## config.mk

```make
export PLATFORM = sky130hd
export DESIGN_NAME = mpra_ctrl
export DESIGN_NICKNAME = d
export VERILOG_FILES = /design/src/shared/mpra_pkg.sv /design/src/logic/mpra_ctrl.sv /design/src/logic/mpra_wait.sv
export VERILOG_INCLUDE_DIRS = /design/src /design/src/shared
export SDC_FILE = /design/constraint.sdc
export NUM_CORES = 1
export LEC_CHECK = 0
export BUFFER_PORTS_ARGS = -buffer_cell sky130_fd_sc_hd__buf_2
export CAP_MARGIN = 20
export CORE_ASPECT_RATIO = 0.9
export CORE_MARGIN = 3
export CORE_UTILIZATION = 41
export CTS_BUF_LIST = sky130_fd_sc_hd__clkbuf_4
export CTS_CLUSTER_SIZE = 8
export DETAILED_ROUTE_END_ITERATION = 10
export PLACE_DENSITY = 0.75
export RECOVER_POWER = 50
export SLEW_MARGIN = 20
export SYNTH_ARGS = -nofsm -noshare
export SYNTH_HDL_FRONTEND = slang
export SYNTH_SLANG_ARGS = --single-unit
```

## constraint.sdc

```tcl
create_clock -name clock -period 2.5 [get_ports clock]
set_clock_uncertainty 0.05 [all_clocks]
set_input_delay 0.125 -clock clock [delete_from_list [all_inputs] [get_ports clock]]
set_output_delay 0.125 -clock clock [all_outputs]
set_load 0.03 [all_outputs]
```

## src/shared/mpra_consts.svh

```systemverilog
// Constants for the multipurpose store access controller
`ifndef MPRA_CONSTS_SVH
`define MPRA_CONSTS_SVH
// ****************************************
// Mode register three fields
// ****************************************
`define MPRA_MR3_INDEX    3'h3
`define MPRA_MR3_EN_BIT   2
`define MPRA_MR3_PAGE_LSB 0
`define MPRA_MR3_BASE     18'h00000
// ****************************************
// Burst and data constants
// ****************************************
`define MPRA_BL_BEATS     4'h8
`define MPRA_BC_BEATS     4'h4
`define MPRA_BC4_LOW      3'h0
`define MPRA_BC4_HIGH     3'h4
// ****************************************
// Timing, at 100 MHz
// ****************************************
`define MPRA_CLK_NS       10
`define MPRA_TRFC_NS      350
`define MPRA_TRFC_CYC     ((`MPRA_TRFC_NS + `MPRA_CLK_NS - 1) / `MPRA_CLK_NS)
`define MPRA_TRP_NS       15
`define MPRA_TRP_CYC      ((`MPRA_TRP_NS + `MPRA_CLK_NS - 1) / `MPRA_CLK_NS)
`define MPRA_TMOD_CYC     24
`define MPRA_RL_CYC       20
`define MPRA_WL_CYC       16
`endif

```

## src/shared/mpra_pkg.sv

```systemverilog
// Types for the multipurpose store access controller
package mpra_pkg;
   // User order codes
   typedef enum logic [2:0]
   {
      MPRA_OP_ENTER = 3'h0,
      MPRA_OP_EXIT  = 3'h1,
      MPRA_OP_READ  = 3'h2,
      MPRA_OP_WRITE = 3'h3,
      MPRA_OP_REF   = 3'h4
   } mpra_op_e;
   // One order from the user side
   typedef struct packed
   {
      mpra_op_e    op;
      logic [1:0]  page;
      logic [1:0]  loc;
      logic        chop;
      logic [7:0]  wdata;
   } mpra_req_s;
   // Command bus towards the device
   typedef struct packed
   {
      logic        cs_n;
      logic        act_n;
      logic        ras_n;
      logic        cas_n;
      logic        we_n;
      logic [1:0]  bg;
      logic [1:0]  ba;
      logic [17:0] addr;
   } mpra_cmd_s;
endpackage : mpra_pkg

```

## src/logic/mpra_ctrl.sv

```systemverilog
// Controller that drives the multipurpose store access mode
`timescale 1ns/100ps
`include "mpra_consts.svh"
module mpra_ctrl
(
   // Clock and reset
   input  wire logic                clock,
   input  wire logic                resetn,
   // User orders
   input  wire logic                req_valid,
   output logic                     req_ready,
   input  wire mpra_pkg::mpra_req_s req,
   // User answers
   output logic                     rsp_valid,
   output logic [7:0]               rsp_data,
   output logic                     mode_active,
   // Device command bus
   output mpra_pkg::mpra_cmd_s      cmd,
   output logic                     dbi_n,
   output logic                     cke,
   output logic                     reset_n_dev,
   // Device data lane 0
   input  wire logic                dq_in,
   output logic                     dq_out,
   output logic                     dq_oe
);
   // ****************************************
   // Reset release
   // ****************************************
   logic rs1_r;
   logic rst_n;

   // Two stage release of the reset
   always_ff @(posedge clock or negedge resetn)
   begin
      if (!resetn)
      begin
         rs1_r <= 1'b0;
         rst_n <= 1'b0;
      end
      else
      begin
         rs1_r <= 1'b1;
         rst_n <= rs1_r;
      end
   end

   // ****************************************
   // State and registers
   // ****************************************
   typedef enum logic [5:0]
   {
      ST_IDLE  = 6'b000001,
      ST_ISSUE = 6'b000010,
      ST_LAT   = 6'b000100,
      ST_BEAT  = 6'b001000,
      ST_HOLD  = 6'b010000,
      ST_DONE  = 6'b100000
   } mpra_st_e;

   mpra_st_e            st_r, st_nxt;
   mpra_pkg::mpra_req_s q_r, q_nxt;
   mpra_pkg::mpra_cmd_s cmd_r, cmd_nxt;
   logic                act_r, act_nxt;
   logic [1:0]          page_r, page_nxt;
   logic [7:0]          shf_r, shf_nxt;
   logic [3:0]          beat_r, beat_nxt;
   logic [7:0]          lat_r, lat_nxt;
   logic                vld_r, vld_nxt;
   logic                dqo_r, dqo_nxt;
   logic                dqe_r, dqe_nxt;
   logic                wload;
   logic [7:0]          wcount;
   logic                wbusy;

   // Guard timer; holds off the next order after each command except a read
   mpra_wait u_wait
   (
      .clock (clock),
      .rst_n (rst_n),
      .load  (wload),
      .count (wcount),
      .busy  (wbusy)
   );

   // Idle command: deselect keeps the bus quiet between orders
   function automatic mpra_pkg::mpra_cmd_s cmd_des();
      mpra_pkg::mpra_cmd_s c;
      c       = '0;
      c.cs_n  = 1'b1;
      c.act_n = 1'b1;
      c.ras_n = 1'b1;
      c.cas_n = 1'b1;
      c.we_n  = 1'b1;
      return c;
   endfunction : cmd_des

   // Build one of the allowed command codes
   function automatic mpra_pkg::mpra_cmd_s cmd_mk(input logic ras,
      input logic cas, input logic we);
      mpra_pkg::mpra_cmd_s c;
      c       = cmd_des();
      c.cs_n  = 1'b0;
      c.ras_n = ras;
      c.cas_n = cas;
      c.we_n  = we;
      return c;
   endfunction : cmd_mk

   // Held low until the reset copy releases, so no order is lost
   assign req_ready = rst_n && (st_r == ST_IDLE) && !wbusy;

   // Next state, command and data
   always_comb
   begin
      st_nxt   = st_r;
      q_nxt    = q_r;
      cmd_nxt  = cmd_des();
      act_nxt  = act_r;
      page_nxt = page_r;
      shf_nxt  = shf_r;
      beat_nxt = beat_r;
      lat_nxt  = lat_r;
      vld_nxt  = 1'b0;
      dqo_nxt  = dqo_r;
      dqe_nxt  = 1'b0;
      wload    = 1'b0;
      wcount   = 8'h00;
      case (st_r)
         ST_IDLE:
         begin
            if (req_valid && req_ready)
            begin
               q_nxt  = req;
               st_nxt = ST_ISSUE;
            end
         end
         ST_ISSUE:
         begin
            st_nxt = ST_DONE;
            case (q_r.op)
               mpra_pkg::MPRA_OP_ENTER:
               begin
                  // Caller keeps banks precharged before entry
                  cmd_nxt = cmd_mk(1'b0, 1'b0, 1'b0);
                  cmd_nxt.bg = 2'h0;
                  cmd_nxt.ba = 2'(`MPRA_MR3_INDEX);
                  cmd_nxt.addr = `MPRA_MR3_BASE;
                  cmd_nxt.addr[`MPRA_MR3_EN_BIT] = 1'b1;
                  cmd_nxt.addr[1:0] = q_r.page;
                  act_nxt  = 1'b1;
                  page_nxt = q_r.page;
                  wload  = 1'b1;
                  wcount = 8'(`MPRA_TMOD_CYC);
               end
               mpra_pkg::MPRA_OP_EXIT:
               begin
                  cmd_nxt = cmd_mk(1'b0, 1'b0, 1'b0);
                  cmd_nxt.ba = 2'(`MPRA_MR3_INDEX);
                  cmd_nxt.addr = `MPRA_MR3_BASE;
                  act_nxt = 1'b0;
                  wload  = 1'b1;
                  wcount = 8'(`MPRA_TMOD_CYC);
               end
               mpra_pkg::MPRA_OP_REF:
               begin
                  // Only reached from idle, so access is finished
                  cmd_nxt = cmd_mk(1'b0, 1'b0, 1'b1);
                  wload  = 1'b1;
                  wcount = 8'(`MPRA_TRFC_CYC);
               end
               mpra_pkg::MPRA_OP_READ:
               begin
                  if (act_r)
                  begin
                     cmd_nxt = cmd_mk(1'b1, 1'b0, 1'b1);
                     cmd_nxt.ba = q_r.loc;
                     // Fixed burst, low bits 000 or 100
                     cmd_nxt.addr[2:0] = q_r.chop ? `MPRA_BC4_HIGH
                                                  : `MPRA_BC4_LOW;
                     cmd_nxt.addr[12] = 1'b1;
                     lat_nxt  = 8'(`MPRA_RL_CYC);
                     beat_nxt = 4'h0;
                     st_nxt   = ST_LAT;
                  end
               end
               default:
               begin
                  // Only page 0 takes writes
                  if (act_r && page_r == 2'h0)
                  begin
                     cmd_nxt = cmd_mk(1'b1, 1'b0, 1'b0);
                     cmd_nxt.ba = q_r.loc;
                     cmd_nxt.addr[7:0] = q_r.wdata;
                     cmd_nxt.addr[12] = 1'b1;
                     wload  = 1'b1;
                     wcount = 8'(`MPRA_WL_CYC);
                  end
               end
            endcase
         end
         ST_LAT:
         begin
            if (lat_r == 8'h01)
            begin
               st_nxt = ST_BEAT;
            end
            lat_nxt = lat_r - 8'h01;
         end
         ST_BEAT:
         begin
            // Serial beats, UI0 lands in bit 7
            shf_nxt  = {shf_r[6:0], dq_in};
            beat_nxt = beat_r + 4'h1;
            if (beat_r == (q_r.chop ? `MPRA_BC_BEATS : `MPRA_BL_BEATS)
                          - 4'h1)
            begin
               st_nxt = ST_HOLD;
            end
         end
         ST_HOLD:
         begin
            // Burst chop fills only the top nibble
            if (q_r.chop)
            begin
               shf_nxt = {shf_r[3:0], 4'h0};
            end
            vld_nxt = 1'b1;
            st_nxt  = ST_IDLE;
         end
         default:
         begin
            st_nxt = ST_IDLE;
         end
      endcase
   end

   // Register all state
   always_ff @(posedge clock or negedge rst_n)
   begin
      if (!rst_n)
      begin
         st_r   <= ST_IDLE;
         q_r    <= '0;
         cmd_r  <= cmd_des();
         act_r  <= 1'b0;
         page_r <= 2'h0;
         shf_r  <= 8'h00;
         beat_r <= 4'h0;
         lat_r  <= 8'h00;
         vld_r  <= 1'b0;
         dqo_r  <= 1'b0;
         dqe_r  <= 1'b0;
      end
      else
      begin
         st_r   <= st_nxt;
         q_r    <= q_nxt;
         cmd_r  <= cmd_nxt;
         act_r  <= act_nxt;
         page_r <= page_nxt;
         shf_r  <= shf_nxt;
         beat_r <= beat_nxt;
         lat_r  <= lat_nxt;
         vld_r  <= vld_nxt;
         dqo_r  <= dqo_nxt;
         dqe_r  <= dqe_nxt;
      end
   end

   // Outputs; power down never taken and DBI held off
   assign cmd         = cmd_r;
   assign dbi_n       = 1'b1;
   assign cke         = 1'b1;
   assign reset_n_dev = rst_n;
   assign dq_out      = dqo_r;
   assign dq_oe       = dqe_r;
   assign rsp_valid   = vld_r;
   assign rsp_data    = shf_r;
   assign mode_active = act_r;
endmodule : mpra_ctrl

```

## src/logic/mpra_wait.sv

```systemverilog
// Down counter that holds off the next command
`timescale 1ns/100ps
module mpra_wait
(
   // Clock and reset
   input  wire logic       clock,
   input  wire logic       rst_n,
   // Load and status
   input  wire logic       load,
   input  wire logic [7:0] count,
   output logic            busy
);
   logic [7:0] cnt_r;
   logic [7:0] cnt_nxt;

   // Next count
   always_comb
   begin
      cnt_nxt = cnt_r;
      if (load)
      begin
         cnt_nxt = count;
      end
      else if (cnt_r != 8'h00)
      begin
         cnt_nxt = cnt_r - 8'h01;
      end
   end

   // Register
   always_ff @(posedge clock or negedge rst_n)
   begin
      if (!rst_n)
      begin
         cnt_r <= 8'h00;
      end
      else
      begin
         cnt_r <= cnt_nxt;
      end
   end

   assign busy = (cnt_r != 8'h00);
endmodule : mpra_wait

```

==> parameters.txt <==
Parameter                              Value

Run status
  Run status ... finished, final reports clean

Drt
  DRC violations left ... 0
  Routed vias ... about 2400
  Number of optimization iterations in the first detailed-route pass ... 4
  Vias per cell ... 5.113
  Number of DRC markers after the initial detailed-route iteration ... 66
  Drt total wl ... 6671 microns
  Residual antenna-violating net count after detailed routing ... 0
  Post-detailed-route wirelength per cell ... 14.44 microns

Setup path
  Slowest stage delay, CP ... 400 ps
  Crit start category ... register
  Critical-path top delay cell ... dfrtp_1
  Data arrival at the endpoint of the critical path ... 2160 ps
  Required time worst endpoint ... 2330 ps
  Critical Path, Cell by Cell ... inv_1 > ha_1 > nor3b_1 > and2_1 > and3_1 > buf_2
  Max Fanout on Critical Path ... 5
  CP endpoint kind ... output pin
  Crit Path Class ... reg2out

Final layout
  Layout Nets ... 386
  Number of diodes ... 0
  Share of post-route cells with drive strength above 1 ... around 27%
  Non-Filler Cell Area, Final ... 3901 sq um
  Area overhead of the layout relative to synthesis ... 17.66%
  Number of non-filler instances in the completed layout ... 462
  Final core utilization ... 50.70%

Timing
  Hold_ws ... 236.5 ps
  Maximum clock frequency ... 0.4286 GHz
  Summed negative setup slack over all endpoints ... 0 ps
  Final hold vios ... 0
  Time the worst path needs with I/O delays and setup ... around 2300 ps
  Final setup slack of the worst path ... ~170 ps
  Number of pins with negative max-slew slack in the final report ... 0
  Worst slew pin tran ... 664.5 ps
  Unrepaired setup endpoints after global routing ... no
  Final critical-path share of the clock period ... 93.33%
  Max transition margin ... 55.70%
  Endpoints failing setup ... 0

Die
  Starting density of the core ... 43.09%
  Count of boundary I/O pins ... between 60 and 70
  Total core area ... 7695 sq um
  Width of the die ... around 100 microns
  Die height ... 91.32 microns
  Std-Cell Rows ... 30
  Die footprint ... 9204 sq um

Yosys
  Number of flops mapped to enable cells by yosys ... 0
  Synth cell types ... 55
  Area of the mapped netlist ... 3316 sq um
  Seq/Total Area, Yosys ... between 50% and 60%
  Share of synthesized registers carrying an async set or reset ... 100.0%
  Register bit total from synthesis ... 70
  Predominant post-synthesis flop cell ... dfrtp_1
  Post-Syn Instances ... 289
  Synthesis warning total ... 0
  Average size of a mapped cell ... between 10 and 15 sq um

Power
  Sw Pwr ... 0.5114 mW
  Cell Int Power ... 1.385 mW
  Part of the total power dissipated in combinational logic ... 5.0%
  Leakage power total ... 1.927 nW
  Peak ir drop on the vdd network ... 0.3344 mV
  Flop pwr share ... 60.1%
  Sw Ratio ... between 20% and 30%
  Tot Pwr ... 1.896 mW
  Clock Power Share ... a little over a third
  Power Density ... 486.1 nW/um^2

Clocking
  TritonCTS buffer count ... 9
  Clock root cell ... clkbuf_4
  Source-to-sink clock delay at the later pin of the worst-skew pair ... approximately 420 ps
  Post-CTS setup buffers ... 0
  Quantity of hold-fixing buffers added after cts ... 20
  CTS sink cnt ... 70
  Clock tree from TritonCTS ... done
  Maximum clock insertion buffer count ... 2
  Clock slew seen by the registers of the worst setup and hold paths ... between 100 and 150 ps
  Number of H-tree levels ... 3
  Resized Gates After CTS ... 0

GRT
  Global-route wire length before repair ... 11520 microns
  Global-route usage over all layers ... 15.69%
  Number of global-route vias before repair ... 2466
  Initial antenna violation count ... 0
  Pin count of the biggest net entering global routing ... 32
  Overflow after GRT ... 0

Placement
  Number of placed instances with taps included ... 426
  HPWL after detailed placement ... 4712 microns
  Total of buffers placed on input and output ports ... 46
  Instance area after placement ... 3593 sq um
  Final weighted congestion in routability-driven placement ... 0.8813
  Post-placement setup slack ... around 250 ps

Job
  MaxCap Viol Count ... 0

Worst hold path
  Type of the most critical hold path ... reg2async
-- metal layers --
metal / global-route usage (%) / vias up / share of wire, %
met5: 0 / - / 0
met4: 4.153 / 0 / 0.63
met3: 5.223 / 5 / 5.7
met2: 25.22 / 57 / 48
met1: 20.25 / 1171 / 46
li1: - / 1129 / -
-- cells in the mapped netlist (4+ instances only) --
| master | instances | share of area (%) |
|---|---|---|
| xnor2_1 | 5 | 1.3 |
| or3_1 | 5 | 0.94 |
| nor3_1 | 5 | 0.75 |
| a21oi_1 | 16 | 2.4 |
| dfrtp_1 | 66 | 50 |
| dfstp_2 | 4 | 3.2 |
| mux2_2 | 19 | 6.5 |
| nand2_1 | 13 | 1.5 |
| a22o_1 | 5 | 1.3 |
| nor2_1 | 19 | 2.2 |
| o21ai_0 | 11 | 1.7 |
| inv_1 | 10 | 1.1 |
| and3_1 | 8 | 1.5 |
| clkbuf_1 | 5 | 0.57 |
| nand3_1 | 10 | 1.5 |
| buf_4 | 18 | 4.1 |
| ha_1 | 5 | 1.9 |
| mux2_4 | 8 | 3.6 |
-- power by group through the flow --
stage / Sequential, mW / Clock, mW / Combinational, mW
3_5_place_dp: 1.16 / 0 / 0.0720
6_report: 1.14 / 0.663 / 0.0947
3_3_place_gp: 1.16 / 0 / 0.0704
5_1_grt: 1.14 / 0.735 / 0.105
2_1_floorplan: 1.17 / 0 / 0.0518
4_1_cts: 1.14 / 0.684 / 0.0960
-- cells by family after synthesis --
family / count (synthesis) / synth area share (%)
xor+xnor: 8 / 2.113
other cells: 2 / 0.2265
mux: 29 / 10.68
fa+ha+maj: 5 / 1.887
compound gates: 48 / 9.057
simple gates: 91 / 16.64
buf+inv: 36 / 6.415
flops: 70 / 52.98
-- layout make-up --
| type | instances | area, sq um |
|---|---|---|
| clock buffers | 9 | 67.56 |
| clock inverters | 7 | 57.56 |
| fillers | 673 | 3794 |
| inverters | 10 | 37.54 |
| multi-input cells | 198 | 1403 |
| flip-flops and latches | 70 | 1757 |
| well taps | 96 | 120.1 |
| repair buffers | 72 | 459.2 |
-- state kept, by name (all words and copies together), names as in the netlist --
register / flops
rs1_r: 1
mode_active: 1
reset_n_dev: 1
u_wait.cnt_r: 8
rsp_data: 8
lat_r: 8
page_r: 2
q_r: 16
st_r: 6
beat_r: 4
rsp_valid: 1
cmd: 14
-- layout by cell type (no fill, tap or decap), types with 4 or more instances in the layout --
cell type      instances
buf_2                 35
clkbuf_4               9
mux2_2                19
nand2_1               13
a22o_1                 5
mux2_4                 8
a21oi_1               16
o21ai_0               11
inv_1                 10
dfrtp_1               66
ha_1                   5
and3_1                 8
xnor2_1                5
nor3_1                 5
clkbuf_1              11
buf_4                  5
or3_1                  5
nand3_1               10
dlygate4sd3_1         20
conb_1                17
dfstp_2                4
nor2_1                19
-- critical path, delay by kind of cell, from the launching register on --
kind | cells | cell delay (ps)
and+or+nand+nor | 3 | 830
buffers and inverters | 2 | 330
adders and majority gates | 1 | 190
DFF | 1 | 400
-- worst paths after layout --
check                                 from     endpoint  slack (ps)  cells past startpoint
hold reg to reg                reset_n_dev      st_r[2]         240                      0
max in group asynchronous      reset_n_dev       q_r[9]        1080                      1
hold / removal                 reset_n_dev      st_r[2]         240                      0
min in group clock                   rs1_r  reset_n_dev         330                      0
setup / recovery           u_wait.cnt_r[0]    req_ready         170                      6
setup reg to reg           u_wait.cnt_r[0]       q_r[9]         190                      6
Note: power is estimated with default switching activity, not from simulation.
